`src/pbs_pkg.sv`:
```
// Constants shared by the status/command middle bits register bank.
//
// Operation
// - Decode-select timing field is read-only and always reads 01; medium timing used.
// - Master controller sets parity-reported flag on parity error during its own cycle.
// - Parity-reported flag clears on a software write of one to it in a cycle with no set, or on system or bus reset.
// - Fast back-to-back capability bit is read-only and always reads one.
// - User-definable-features support bit is read-only and always reads zero.
// - High-speed capability bit is read-only and always reads zero.
// - System-error enable is fixed at zero; the bridge never drives the error pin.
// - With parity response disabled, data parity errors never set the flag.
// - System reset or bus reset returns the whole register to reset values.
package pbs_pkg;

  // Configuration register number of the status/command register.
  localparam logic [5:0] PBS_REG_NUM = 6'h01;

  // Field positions.
  localparam int PBS_DEVSEL_LSB = 25;
  localparam int PBS_DEVSEL_MSB = 26;
  localparam int PBS_DPR_BIT = 24;
  localparam int PBS_FB2B_BIT = 23;
  localparam int PBS_UDF_BIT = 22;
  localparam int PBS_HS_BIT = 21;
  localparam int PBS_SERR_EN_BIT = 8;
  localparam int PBS_PRE_BIT = 6;

  // Fixed and reset values.
  localparam logic [1:0] PBS_DEVSEL_MEDIUM = 2'h1;
  localparam logic PBS_FB2B_VAL = 1'b1;
  localparam logic PBS_UDF_VAL = 1'b0;
  localparam logic PBS_HS_VAL = 1'b0;
  localparam logic PBS_SERR_EN_VAL = 1'b0;
  localparam logic PBS_DPR_RST = 1'b0;
  localparam logic PBS_PRE_RST = 1'b0;
  localparam logic [31:0] PBS_ZERO_WORD = 32'h0000_0000;

endpackage

```
`src/pbs_sticky_flag.sv`:
```
// Sticky status flag with write-one-to-clear and a synchronous reset.
`timescale 1ns/1ps
`default_nettype none

module pbs_sticky_flag #(
  parameter logic RESET_VALUE = 1'b0
) (
  input wire logic clock, // System clock.
  input wire logic rst_n, // Asynchronous reset, active low.
  input wire logic sync_clear, // Synchronous reset, such as a bus reset.
  input wire logic set_event, // Hardware event that sets the flag.
  input wire logic clear_req, // Software write of one to the flag.
  output logic flag_r // Current flag value.
);

  logic flag_nxt;

  // A set in the same cycle as a clear wins, so no event is lost.
  always_comb begin
    flag_nxt = flag_r;
    if (sync_clear) begin
      flag_nxt = RESET_VALUE;
    end else if (set_event) begin
      flag_nxt = 1'b1;
    end else if (clear_req) begin
      flag_nxt = 1'b0;
    end
  end

  always_ff @(posedge clock or negedge rst_n) begin
    if (!rst_n) begin
      flag_r <= RESET_VALUE;
    end else begin
      flag_r <= flag_nxt;
    end
  end

endmodule

`default_nettype wire

```
`src/pbs_status_cmd.sv`:
```
// Middle status/command bits of the host bridge configuration register.
`timescale 1ns/1ps
`default_nettype none

module pbs_status_cmd (
  input wire logic clock, // System clock, 20 MHz.
  input wire logic rst_n, // System reset, asynchronous, active low.
  input wire logic bus_reset, // Bridge bus reset, one or more cycles.
  input wire logic cfg_wr, // Configuration write strobe.
  input wire logic cfg_rd, // Configuration read strobe.
  input wire logic [5:0] cfg_reg_num, // Configuration register number.
  input wire logic [3:0] cfg_be, // Byte enables for a write.
  input wire logic [31:0] cfg_wdata, // Write data.
  input wire logic master_cycle, // Bridge master owns the current bus cycle.
  input wire logic perr_n_pin, // Parity error pin, active low.
  input wire logic own_perr, // Bridge itself signals a data parity error.
  output logic [31:0] cfg_rdata, // Read data, valid with cfg_rvalid.
  output logic cfg_rvalid, // Read answer, one-cycle pulse.
  output logic [1:0] devsel_timing, // Decode timing used by the target.
  output logic fast_b2b_capable, // Target accepts fast back-to-back.
  output logic data_parity_reported, // Sticky data parity flag.
  output logic parity_response_enable, // Parity response control.
  output logic serr_n_out, // Error pin output level.
  output logic serr_n_oe // Error pin output enable, high drives.
);

  ////////////////////////////////////////////////////////////////////////////
  // Pin synchroniser: the first stage feeds only the second.

  logic perr_meta_r;
  logic perr_sync_r;
  logic perr_meta_nxt;
  logic perr_sync_nxt;

  always_comb begin
    perr_meta_nxt = ~perr_n_pin;
    perr_sync_nxt = perr_meta_r;
  end

  always_ff @(posedge clock or negedge rst_n) begin
    if (!rst_n) begin
      perr_meta_r <= 1'b0;
      perr_sync_r <= 1'b0;
    end else begin
      perr_meta_r <= perr_meta_nxt;
      perr_sync_r <= perr_sync_nxt;
    end
  end

  ////////////////////////////////////////////////////////////////////////////
  // Access decode.

  logic hit;
  logic wr_b0;
  logic wr_b3;
  logic dpr_clear;
  logic dpr_set;

  always_comb begin
    hit = (cfg_reg_num == pbs_pkg::PBS_REG_NUM);
    wr_b0 = cfg_wr && hit && cfg_be[0];
    wr_b3 = cfg_wr && hit && cfg_be[3];
    // Only bit 24 of byte 3 is writable; other written bits are dropped.
    dpr_clear = wr_b3 && cfg_wdata[pbs_pkg::PBS_DPR_BIT];
    // The bridge's own error counts at once; the pin is seen two cycles late,
    // so a master cycle that ends quickly may miss a late pin report.
    dpr_set = parity_response_enable && master_cycle &&
              (perr_sync_r || own_perr);
  end

  ////////////////////////////////////////////////////////////////////////////
  // Parity response control, bit 6.

  logic pre_nxt;

  always_comb begin
    pre_nxt = parity_response_enable;
    if (bus_reset) begin
      pre_nxt = pbs_pkg::PBS_PRE_RST;
    end else if (wr_b0) begin
      pre_nxt = cfg_wdata[pbs_pkg::PBS_PRE_BIT];
    end
  end

  always_ff @(posedge clock or negedge rst_n) begin
    if (!rst_n) begin
      parity_response_enable <= pbs_pkg::PBS_PRE_RST;
    end else begin
      parity_response_enable <= pre_nxt;
    end
  end

  ////////////////////////////////////////////////////////////////////////////
  // Data parity reported flag, bit 24.

  pbs_sticky_flag #(
    .RESET_VALUE(pbs_pkg::PBS_DPR_RST)
  ) u_dpr (
    .clock(clock),
    .rst_n(rst_n),
    .sync_clear(bus_reset),
    .set_event(dpr_set),
    .clear_req(dpr_clear),
    .flag_r(data_parity_reported)
  );

  ////////////////////////////////////////////////////////////////////////////
  // Read path and fixed outputs.

  logic [31:0] rdata_nxt;
  logic rvalid_nxt;
  logic [31:0] word;

  always_comb begin
    word = pbs_pkg::PBS_ZERO_WORD;
    // Reserved bits 20..9 and 7 always read zero whatever was written.
    word[pbs_pkg::PBS_DEVSEL_MSB:pbs_pkg::PBS_DEVSEL_LSB] =
      pbs_pkg::PBS_DEVSEL_MEDIUM;
    word[pbs_pkg::PBS_DPR_BIT] = data_parity_reported;
    word[pbs_pkg::PBS_FB2B_BIT] = pbs_pkg::PBS_FB2B_VAL;
    word[pbs_pkg::PBS_UDF_BIT] = pbs_pkg::PBS_UDF_VAL;
    word[pbs_pkg::PBS_HS_BIT] = pbs_pkg::PBS_HS_VAL;
    word[pbs_pkg::PBS_SERR_EN_BIT] = pbs_pkg::PBS_SERR_EN_VAL;
    word[pbs_pkg::PBS_PRE_BIT] = parity_response_enable;
    rvalid_nxt = cfg_rd;
    rdata_nxt = cfg_rdata;
    if (cfg_rd) begin
      rdata_nxt = hit ? word : pbs_pkg::PBS_ZERO_WORD;
    end
  end

  always_ff @(posedge clock or negedge rst_n) begin
    if (!rst_n) begin
      cfg_rdata <= pbs_pkg::PBS_ZERO_WORD;
      cfg_rvalid <= 1'b0;
      devsel_timing <= pbs_pkg::PBS_DEVSEL_MEDIUM;
      fast_b2b_capable <= pbs_pkg::PBS_FB2B_VAL;
      serr_n_out <= 1'b1;
      serr_n_oe <= 1'b0;
    end else begin
      cfg_rdata <= rdata_nxt;
      cfg_rvalid <= rvalid_nxt;
      devsel_timing <= pbs_pkg::PBS_DEVSEL_MEDIUM;
      fast_b2b_capable <= pbs_pkg::PBS_FB2B_VAL;
      serr_n_out <= 1'b1;
      serr_n_oe <= 1'b0;
    end
  end

endmodule

`default_nettype wire

```
`config.mk`:
```
export PLATFORM = sky130hd
export DESIGN_NAME = pbs_status_cmd
export DESIGN_NICKNAME = d
export VERILOG_FILES = /design/src/pbs_pkg.sv /design/src/pbs_sticky_flag.sv /design/src/pbs_status_cmd.sv
export SDC_FILE = /design/constraint.sdc
export NUM_CORES = 1
export LEC_CHECK = 0
export BUFFER_PORTS_ARGS = -buffer_cell sky130_fd_sc_hd__buf_2
export CAP_MARGIN = 20
export CORE_AREA = 5 5 53 55
export DETAILED_ROUTE_END_ITERATION = 6
export DIE_AREA = 0 0 58 60
export PLACE_DENSITY = 0.74
export SLEW_MARGIN = 40
export SYNTH_ARGS = -nofsm -noshare
export SYNTH_HDL_FRONTEND = slang
export SYNTH_SLANG_ARGS = --single-unit
```
`constraint.sdc`:
```
create_clock -name clock -period 0.8 [get_ports clock]
set_input_delay 0.04 -clock clock [delete_from_list [all_inputs] [get_ports clock]]
set_output_delay 0.04 -clock clock [all_outputs]
set_load 0.01 [all_outputs]
```
# --- After elaboration in Yosys (flattened, before gate mapping) ---
# Index checks and enable logic that the tools add are counted.
classes:
  eq_ne: 1
  mux: 6
  bitwise_logic: 1
  reduce_logical: 9
ops:
  columns: ["op", "n"]
  rows:
  - ["two-way mux 26 bit", 1]
  - ["== test 6 x 1 -> 1 bit, second input constant", 1]
  - ["logical AND 1 bit", 6]
  - ["two-way mux 1 bit", 5]
  - ["nonzero test 3 bit", 1]
  - ["nonzero test 2 bit", 1]
  - ["logical OR 1 bit", 1]
  - ["inverter 1 bit", 1]
word_totals:
  ff_bits: 37
  inputBits: 50

# --- Logic depth before layout (Yosys ltp) ---
# Gate-level depths: netlist of run 1.
logic_depth:
  word_depth: 7
  depth_mapped: 3
  ltp_nobuf: 3

# --- By module ---
# A second synthesis of run 1 with hierarchy kept.
unflattened:
  hier_cells: 66
  hier_area_um2: 599.3
modules_own_cells:
  columns: ["mod", "instances", "cells_per_inst", "area_each_um2", "seq_area_each_um2"]
  rows:
  - ["pbs_status_cmd", 1, 62, 555.5, 175.2]
  - ["pbs_sticky_flag", 1, 4, 43.8, 25.0]

# --- Least setup slack after synthesis of run 1 ---
# OpenSTA, ideal clock, no wires.
synth_path:
  path_type: "input to register"
  start: "input port cfg_reg_num[5]"
  end: "register parity_response_enable"
  setup_time_ps: 79
  t_arrival_ps: 932
  required_ps: 721
  path_slack_ps: -211
  path_stages: 3
  path_buffers: 0
  cell_sequence: "or4_4 nor3_1 mux2i_1"
synth_via:
  elab_chain_cells: 4
synth_rtl:
  columns: ["item", "line_no", "text"]
  rows:
  - ["start: declaration", "pbs_status_cmd.sv:11", "input wire logic [5:0] cfg_reg_num,"]
  - ["== test 6 x 1 -> 1 bit", "pbs_status_cmd.sv:60", "hit = (cfg_reg_num == pbs_pkg::PBS_REG_NUM);"]
  - ["logical AND 1 bit (2 in series)", "pbs_status_cmd.sv:61", "wr_b0 = cfg_wr && hit && cfg_be[0];"]
  - ["nonzero test 2 bit (no line)", null, null]
  - ["end signal: assignment", "pbs_status_cmd.sv:87", "parity_response_enable <= pbs_pkg::PBS_PRE_RST;"]
  - ["end signal: assignment", "pbs_status_cmd.sv:89", "parity_response_enable <= pre_nxt;"]
  - ["end: declaration", "pbs_status_cmd.sv:22", "output logic parity_response_enable,"]
# No other way between the ends.
# A chain may end at the register's enable or synchronous reset.

# --- Final worst setup path of run 1 ---
layout_path:
  start: "input port cfg_reg_num[5]"
  end: "register cfg_rdata[23]"
layout_via:
  elab_chain_cells: 2
layout_rtl:
  columns: ["item", "line_no", "text"]
  rows:
  - ["== test 6 x 1 -> 1 bit", "pbs_status_cmd.sv:60", null]
  - ["two-way mux 26 bit", "pbs_status_cmd.sv:128", "rdata_nxt = hit ? word : pbs_pkg::PBS_ZERO_WORD;"]
  - ["end signal: assignment", "pbs_status_cmd.sv:134", "cfg_rdata <= pbs_pkg::PBS_ZERO_WORD;"]
  - ["end signal: assignment", "pbs_status_cmd.sv:141", "cfg_rdata <= rdata_nxt;"]
  - ["end: declaration", "pbs_status_cmd.sv:17", "output logic [31:0] cfg_rdata,"]
# No other way between the ends.

==> results of run 1 <==
[Yosys cell counts]
cell type	number
a21oi_1	1
buf_4	34
conb_1	2
dfrtp_1	8
inv_1	4
mux2i_1	2
nand2_1	3
nand2b_1	2
nand3_1	1
nor3_1	1
o211ai_1	1
o22ai_1	2
o31ai_1	1
or2_4	1
or2b_2	1
or4_4	1
[logic make-up after synthesis]
kind of cell    Yosys count  share of synthesized area
compound gates            5                     0.0549
buf+inv                  38                      0.456
flops                     8                      0.338
mux                       2                     0.0338
other cells               2                     0.0127
simple gates             10                      0.105
[critical path, cell delays in order]
cell and delay (ns):
buf_6 0.09, or4_4 0.54, or2_4 0.25, mux2i_1 0.12
[worst max path at each step]
stage          cells past startpoint            end      startpoint
2_1_floorplan                      3  cfg_rdata[23]  cfg_reg_num[5]
3_3_place_gp                       4  cfg_rdata[23]  cfg_reg_num[5]
3_5_place_dp                       4  cfg_rdata[23]  cfg_reg_num[5]
4_1_cts                            4  cfg_rdata[23]  cfg_reg_num[5]
5_1_grt                            4   u_dpr.flag_r  cfg_reg_num[5]
6_report                           4  cfg_rdata[23]  cfg_reg_num[5]
[per-layer routing]
layer	routed length, um	vias to the layer above
li1	-	201
met1	371	184
met2	578	33
met3	189	0
met4	0	0
met5	0	-
[state kept, by name (all words and copies together) (netlist names)]
| signal | cells |
|---|---|
| cfg_rdata | 3 |
| cfg_rvalid | 1 |
| parity_response_enable | 1 |
| perr_meta_r | 1 |
| perr_sync_r | 1 |
| u_dpr.flag_r | 1 |
[cells in the final DEF, fill, tap and decap left out]
| cell type | synthesis | layout |
|---|---|---|
| clkbuf_4 | 0 | 3 |
| nor3_2 | 0 | 1 |
| nand2_1 | 3 | 3 |
| or4_4 | 1 | 1 |
| buf_6 | 0 | 1 |
| or2_4 | 1 | 1 |
| buf_2 | 0 | 23 |
| o22ai_1 | 2 | 2 |
| mux2i_1 | 2 | 2 |
| dfrtp_1 | 8 | 8 |
| inv_1 | 4 | 4 |
| nand3_1 | 1 | 1 |
| dlygate4sd3_1 | 0 | 4 |
| nand2b_1 | 2 | 2 |
| buf_4 | 34 | 3 |
| or2b_2 | 1 | 1 |
| a21oi_1 | 1 | 1 |
| o31ai_1 | 1 | 1 |
| o211ai_1 | 1 | 1 |
| conb_1 | 2 | 33 |
[what timing repair did]
action	in CTS	in global routing
setup buffers	3	0
gates resized for setup	1	0
hold buffers	4	0
endpoints found under the hold margin	11	0
endpoints found under the setup margin	10	12
[metrics by stage]
stage	TNS, ns	cells	total power, mW	hold WS (ns)	instance area, um^2
after floorplan	-0.904	96	0.629	-0.256	714
after global placement	-1.54	116	0.564	-0.111	617
after detailed placement	-1.68	116	0.567	-0.104	617
after CTS	-0.416	126	0.893	0.0409	708
after global routing	-0.640	126	0.936	0.0624	708
final	-0.358	126	0.876	0.0561	708
[where the power goes]
part / switching, mW / total [mW] / internal [mW]
registers: 0.00239 / 0.416 / 0.414
clock network: 0.123 / 0.294 / 0.171
logic: 0.109 / 0.166 / 0.0574
[cell type report]
type	instances	area, um^2	area share
multi-input cells	50	244	0.345
flip-flops and latches	8	200	0.283
repair buffers	31	189	0.267
well taps	30	37.5	0.0530
clock buffers	3	22.5	0.0318
inverters	4	15.0	0.0212
==> results.toml, run 1 <==
[critical_path]
timing_worst_setup_path_type = "in2reg"
crit-reg2reg-launch = "parity_response_enable"
regToRegEndpoint = "u_dpr.flag_r"
reg2reg_depth = 3
timing.reg2reg.setup_slack_ns = -0.03
cp-end-kind = "flip-flop"
crit_required_ns = 0.97
data_arrival_at_the_endpoint_of_the_critical_path_ns = 1.04
timing.critical_path.fanout_max = 3
startpoint_type = "input port"

[routing]
routed-via-count = 418
drt_drc_violations_left = 0
first_iter_violations = 1
detail_route.wirelength_um = 1140
wire_per_inst_um = 9.04
viasPerCell = 3.32
antenna_left = 0
detailed_routing_iterations_pass_1 = 2

[timing]
fin_ws_ns = -0.0727
rsz_0062_raised_after_global_routing = "yes"
fmaxAchievable_mhz = 1150
finalSetupViolations = 9
final_period_demand_of_the_worst_path_ns = 0.873
hold_viol = 0
report.final.slew_viol_count = 0
post-route-period-util = 1.09
timing.clock.skew_ns = 0.00523

[placed_design]
gpl.final_weighted_congestion = 0.642
port_buffers = 24
pre_cts_slack_ns = -0.348
hpwlAfterDp_um = 990

[die]
floorplan.die_area_um2 = 3480
die_w_um = 58
fp.dieH_um = 60
placeableCoreArea_um2 = 2340
floorplan.io_pins = 90
initial_core_util = 0.253
row_count = 18

[run_status]
run_status = "complete, but fails checks"
violations = "setup timing"

[layout]
n_fill_cell = 258
antenna_cells = 0
final_util = 0.302
layout-area-overhead-vs-synth_pct = 19.4
layout.nets = 148
drive_above_1_share = 0.354

[global_routing]
busiest_layer = "met2"
antenna_found_initial = 0
global_route_met2_usage = 0.0952
maximum_number_of_pins_on_one_net_before_global_route_repair = 9
met3_usage = 0.0432
groute.usage.overall = 0.0615
grt_first_pass_wirelength_um = 1520
global_route.overflow_total = 0
grt_pass1_vias = 351
grt_util_met1 = 0.0668

[synthesis]
ys_types = 16
synth_largest_area_cell = "buf_4"
synth-seq-area-share = 0.338
ys_warn_count = 0
synthDominantCellAreaShare = 0.430
synth-seq-cells = 8
synth.avg_cell_area_um2 = 9.12
post_synth_main_area_contributors = "buf_4 43%, dfrtp_1 34%, mux2i_1 3.4%, inv_1 2.5%, nand2b_1 2.1%"
synthesis.instances = 65
post_synth_instance_area_um2 = 593

[worst_hold_path]
whs_endpoint = "cfg_rdata[23]"
min-delay-path-class = "in2reg"
hold_depth = 2
min_from = "cfg_rd"

[cts]
root_buffer = "clkbuf_4"
clockBufferDepth = 2
cts_inserted_buffers = 3
clock_latency_ns = 0.25
cts.reportedPaths.clkPinSlew_ns = 0.05
tritoncts_clock_tree = "built"
cts-htree-levels = 1
clock-sinks = 8

[pwr]
ir_drop_uv = 713
power_per_cell_area_nw_per_um2 = 1240
p_leak_nw = 0.399

[run]
cap_viol_max_count = 0
(Power assumes the default switching activity.)
==> run 2: changes to the inputs <==
Settings changed: BUFFER_PORTS_ARGS -buffer_cell sky130_fd_sc_hd__buf_2 to unset, CORE_AREA 5 5 53 55 to 5 5 51 53, DIE_AREA 0 0 58 60 to 0 0 56 58, DONT_BUFFER_PORTS set to 1, PLACE_DENSITY 0.74 to unset.
==> run 2 against run 1 <==
  * The flow still finishes with violations (setup timing)
  * Via count down 14%
  * Setup slack better by 0.034 ns
  * Critical path depth down 3
  * Sequential cell count unchanged
  * Clock-buffer cell count unchanged
  * Design area down 7.6%
  * Non-clock buffer count down 18
  * First-iteration DRC count rose to 5.0 times the previous value
  * Highest routed layer unchanged
==> results.toml, run 2 (synthesized netlist as in run 1, its figures left out) <==
[routing]
wire_per_inst_um = 10.3
antenna_left = 0
viasPerCell = 3.40
drt_drc_violations_left = 0
first_iter_violations = 5
detailed_routing_iterations_pass_1 = 2
detail_route.wirelength_um = 1090
routed-via-count = 360

[layout]
layout.nets = 130
antenna_cells = 0
layout.cells.most_common_list = "33 x conb_1, 8 x dfrtp_1, 6 x dlygate4sd3_1"
finalInstanceArea_um2 = 654
largest_register_by_flop_count = "cfg_rdata"
drive_above_1_share = 0.218
final_util = 0.311
n_fill_cell = 239
max_reg_flops = 3
mostFrequentLayoutCell = "conb_1"
layout-area-overhead-vs-synth_pct = 10.3

[global_routing]
global_route.overflow_total = 0
grt_first_pass_wirelength_um = 1350
groute.usage.overall = 0.0563
antenna_found_initial = 0
met3_usage = 0.0512
grt_util_met1 = 0.0523
global_route_met2_usage = 0.0885
maximum_number_of_pins_on_one_net_before_global_route_repair = 9
grt_pass1_vias = 319
busiest_layer = "met2"

[critical_path]
crit_required_ns = 0.76
cp-end-kind = "primary output"
data_arrival_at_the_endpoint_of_the_critical_path_ns = 0.80
critical_path.n_buffers_inverters = 1
startpoint_type = "flip-flop"
timing.critical_path.fanout_max = 4
worst_path_max_delay_cell = "dfrtp_1"
critical-path-top-delay-family = "flip-flops"
timing_worst_setup_path_type = "reg2out"
worst_path_largest_cell_delay_ns = 0.41
timing.reg2reg.setup_slack_ns = 0
worstPathCellList = "buf_6"

[timing]
fmaxAchievable_mhz = 1190
final_period_demand_of_the_worst_path_ns = 0.838
hold_viol = 0
finalSetupViolations = 5
fin_ws_ns = -0.0383
post-route-period-util = 1.05
report.final.slew_viol_count = 0
rsz_0062_raised_after_global_routing = "yes"
timing.clock.skew_ns = 0.00365
final.setup.tns_ns = -0.0705

[pwr]
ir_drop_uv = 810
power_per_cell_area_nw_per_um2 = 1290
switching_share = 0.270
intPower_mw = 0.617
pwr-share-seq = 0.494
clock_power_share = 0.349
combinational_fraction_of_design_power = 0.156
p_leak_nw = 0.328
total_power_mw = 0.845
netSwitchingPower_mw = 0.228

[cts]
root_buffer = "clkbuf_4"
cts_inserted_buffers = 3
clock-sinks = 8
clock_latency_ns = 0.25
tritoncts_clock_tree = "built"
clockBufferDepth = 2
cts.reportedPaths.clkPinSlew_ns = 0.05
cts-htree-levels = 1

[die]
die_w_um = 56
floorplan.die_area_um2 = 3250
placeableCoreArea_um2 = 2110
fp.dieH_um = 58
floorplan.io_pins = 90
initial_core_util = 0.282
row_count = 17

[placed_design]
gpl.final_weighted_congestion = 0.611
port_buffers = 0
placedInstanceArea_um2 = 517
hpwlAfterDp_um = 914

[run_status]
violations = "setup timing"
run_status = "complete, but fails checks"

[worst_hold_path]
min-delay-path-class = "in2reg"

[run]
cap_viol_max_count = 0
## run 2: layout make-up
cell class / count / area [um^2] / share of cell area
Tap cell: 28 / 35.0 / 0.0535
Timing Repair Buffer: 13 / 124 / 0.189
Inverter: 4 / 15.0 / 0.0229
Multi-Input combinational cell: 50 / 258 / 0.394
Clock buffer: 3 / 22.5 / 0.0344
Sequential cell: 8 / 200 / 0.306
## run 2: tightest hold or removal path: stages
cell,delay (ns)
nand2_1,0.06
nor3_2,0.05
mux2i_1,0.10
## run 2: path summary, 6_finish.rpt
kind,start,endpoint,depth (start not counted)
min in group asynchronous,rst_n,u_dpr.flag_r,1
worst min-delay path,cfg_wr,parity_response_enable,3
worst max-delay path,parity_response_enable,parity_response_enable,1
worst min register to register,perr_meta_r,perr_sync_r,0
max in group asynchronous,rst_n,cfg_rdata[23],1
worst max register to register,parity_response_enable,cfg_rdata[6],3
## run 2: power groups by stage
stage	Clock, mW	Sequential (mW)	Combinational (mW)
finish	0.295	0.418	0.132
global route	0.335	0.418	0.146
CTS	0.311	0.418	0.126
detailed placement	0	0.425	0.0870
global placement	0	0.425	0.0864
floorplan	0	0.425	0.204
## run 2: repair_timing
item	in CTS	in global routing
hold buffers	6	0
endpoints found under the hold margin	15	0
buffers inserted	3	1
endpoints found under the setup margin	4	8
resized for setup	3	3
cloned	0	0
pin swaps	0	1
## run 2: metrics by stage
| step | instances | hold slack (ns) | setup WS [ns] |
|---|---|---|---|
| 3_3_place_gp | 93 | -0.255 | -0.221 |
| 5_1_grt | 106 | 0.0599 | -0.0822 |
| 2_1_floorplan | 96 | -0.256 | -0.205 |
| 3_5_place_dp | 93 | -0.255 | -0.258 |
| 4_1_cts | 105 | 0.0417 | -0.0589 |
| 6_report | 106 | 0.0451 | -0.0383 |
## run 2: metal layers
layer | part of all wire | wire [um]
met5 | 0 | 0
met4 | 0 | 0
met3 | 0.20 | 213
met2 | 0.49 | 536
met1 | 0.31 | 339
==> run 3: changes to the inputs <==
--- a/config.mk
+++ b/config.mk
@@ -8,4 +8,5 @@
 export CAP_MARGIN = 20
 export CORE_AREA = 5 5 51 53
+export CTS_BUF_LIST = sky130_fd_sc_hd__clkbuf_8
 export DETAILED_ROUTE_END_ITERATION = 6
 export DIE_AREA = 0 0 56 58
==> constraint.sdc (replaced) <==
create_clock -name clock -period 0.8 [get_ports clock]
set_input_delay 0.04 -clock clock [delete_from_list [all_inputs] [get_ports clock]]
set_output_delay 0.04 -clock clock [all_outputs]
set_load 0.02 [all_outputs]
==> run 3 against run 2 <==
  * The flow still finishes with violations (setup timing)
  * Total power increased by 29%
  * Routed wire length increased by 2.2%
  * Global-route usage grew 0.65 points
  * Die area unchanged
  * Hold slack improved by 0.025 ns
  * Setup slack improved by 0.022 ns
  * Fmax rose by 2.7%
  * Critical path type unchanged
==> results.toml, run 3 (synthesized netlist as in run 1, its figures left out) <==
[run_status]
run_status = "complete, but fails checks"
violations = "setup timing"

[pwr]
ir_drop_uv = 890
power_per_cell_area_nw_per_um2 = 1590
total_power_mw = 1.09
p_leak_nw = 0.346

[run]
cap_viol_max_count = 0

[worst_hold_path]
hold_depth = 3
whs_endpoint = "parity_response_enable"
min_from = "cfg_wr"
min-delay-path-class = "in2reg"

[critical_path]
timing.critical_path.fanout_max = 3
worstPathCellList = "buf_6"
crit_required_ns = 0.76
startpoint_type = "flip-flop"
critical_path.n_buffers_inverters = 1
timing.reg2reg.setup_slack_ns = 0
regToRegEndpoint = "cfg_rdata[6]"
reg2reg_depth = 3
crit-reg2reg-launch = "parity_response_enable"
data_arrival_at_the_endpoint_of_the_critical_path_ns = 0.78
worst_path_largest_cell_delay_ns = 0.41
cp-end-kind = "primary output"
critical-path-top-delay-family = "flip-flops"
timing_worst_setup_path_type = "reg2out"
worst_path_max_delay_cell = "dfrtp_1"

[cts]
tritoncts_clock_tree = "built"
root_buffer = "clkbuf_8"
cts-htree-levels = 1
clock_latency_ns = 0.22
cts_inserted_buffers = 3
clock-sinks = 8
clockBufferDepth = 2
cts.reportedPaths.clkPinSlew_ns = 0.04

[layout]
layout.cells.most_common_list = "33 x conb_1, 8 x dfrtp_1, 6 x dlygate4sd3_1, 6 x buf_6, 4 x inv_1"
antenna_cells = 0
n_fill_cell = 227
regArea_um2 = 200
layout-area-overhead-vs-synth_pct = 15.6
drive_above_1_share = 0.200
final_util = 0.326
layout.nets = 132
finalInstanceArea_um2 = 686
largest_register_by_flop_count = "cfg_rdata"
max_reg_flops = 3
area_of_the_multi_input_gates_um2 = 244
mostFrequentLayoutCell = "conb_1"

[die]
row_count = 17
placeableCoreArea_um2 = 2110
floorplan.io_pins = 90
floorplan.die_area_um2 = 3250
die_w_um = 56
initial_core_util = 0.282
fp.dieH_um = 58

[routing]
viasPerCell = 3.45
detailed_routing_iterations_pass_1 = 2
wire_per_inst_um = 10.3
detail_route.wirelength_um = 1110
antenna_left = 0
first_iter_violations = 3
drt_drc_violations_left = 0
routed-via-count = 373

[global_routing]
antenna_found_initial = 0
maximum_number_of_pins_on_one_net_before_global_route_repair = 9
global_route.overflow_total = 0
groute.usage.overall = 0.0628
busiest_layer = "met2"
grt_util_met1 = 0.0605
met3_usage = 0.0624
grt_pass1_vias = 331
grt_first_pass_wirelength_um = 1480
global_route_met2_usage = 0.0935

[timing]
rsz_0062_raised_after_global_routing = "yes"
fmaxAchievable_mhz = 1220
timing.hold.ws_ns = 0.0703
report.final.slew_viol_count = 0
post-route-period-util = 1.02
timing.clock.skew_ns = 0.000156
finalSetupViolations = 4
final_period_demand_of_the_worst_path_ns = 0.817
fin_ws_ns = -0.0166
hold_viol = 0

[placed_design]
gpl.final_weighted_congestion = 0.613
hpwlAfterDp_um = 924
placedInstanceArea_um2 = 532
port_buffers = 0
==> run 3: how the worst max path moves through the flow <==
stage,start,end,slack [ns],depth (start not counted)
finish,parity_response_enable,parity_response_enable,-0.02,1
global route,cfg_reg_num[5],cfg_rdata[23],-0.06,3
CTS,parity_response_enable,parity_response_enable,-0.03,1
detailed placement,cfg_reg_num[5],cfg_rdata[23],-0.23,3
global placement,cfg_reg_num[5],cfg_rdata[23],-0.22,3
floorplan,cfg_reg_num[5],cfg_rdata[23],-0.21,3
==> run 3: report_power, final <==
group	internal, mW	switching (mW)	total [mW]
clock network	0.325	0.144	0.468
logic	0.0324	0.165	0.197
registers	0.415	0.00614	0.421
==> run 3: layer usage <==
layer / share of wire / wire length (um)
met5: 0 / 0
met4: 0 / 0
met1: 0.30 / 336
met3: 0.20 / 222
met2: 0.50 / 555
==> run 3: layout make-up <==
class / count / share of cell area
clock buffers: 3 / 0.0602
flip-flops and latches: 8 / 0.292
inverters: 4 / 0.0219
repair buffers: 15 / 0.219
well taps: 28 / 0.0511
multi-input cells: 50 / 0.356
==> run 3: what timing repair did <==
item                                    CTS  global route
endpoints found under the setup margin    5            11
hold endpoints to repair                 15             0
pin swaps                                 1             1
setup buffers                             2             2
hold buffers                              6             0
gates resized for setup                   4             2
==> run 3: worst min-delay path, delay by kind of cell <==
family | cells | cell delay, ns
and+or+nand+nor | 2 | 0.10
muxes | 1 | 0.10
==> run 3: through the flow <==
step	cells	TNS, ns	setup WS [ns]
2_1_floorplan	96	-0.904	-0.205
3_3_place_gp	95	-1.03	-0.220
3_5_place_dp	95	-1.12	-0.234
4_1_cts	106	-0.0473	-0.0271
5_1_grt	108	-0.318	-0.0550
6_report	108	-0.0311	-0.0166
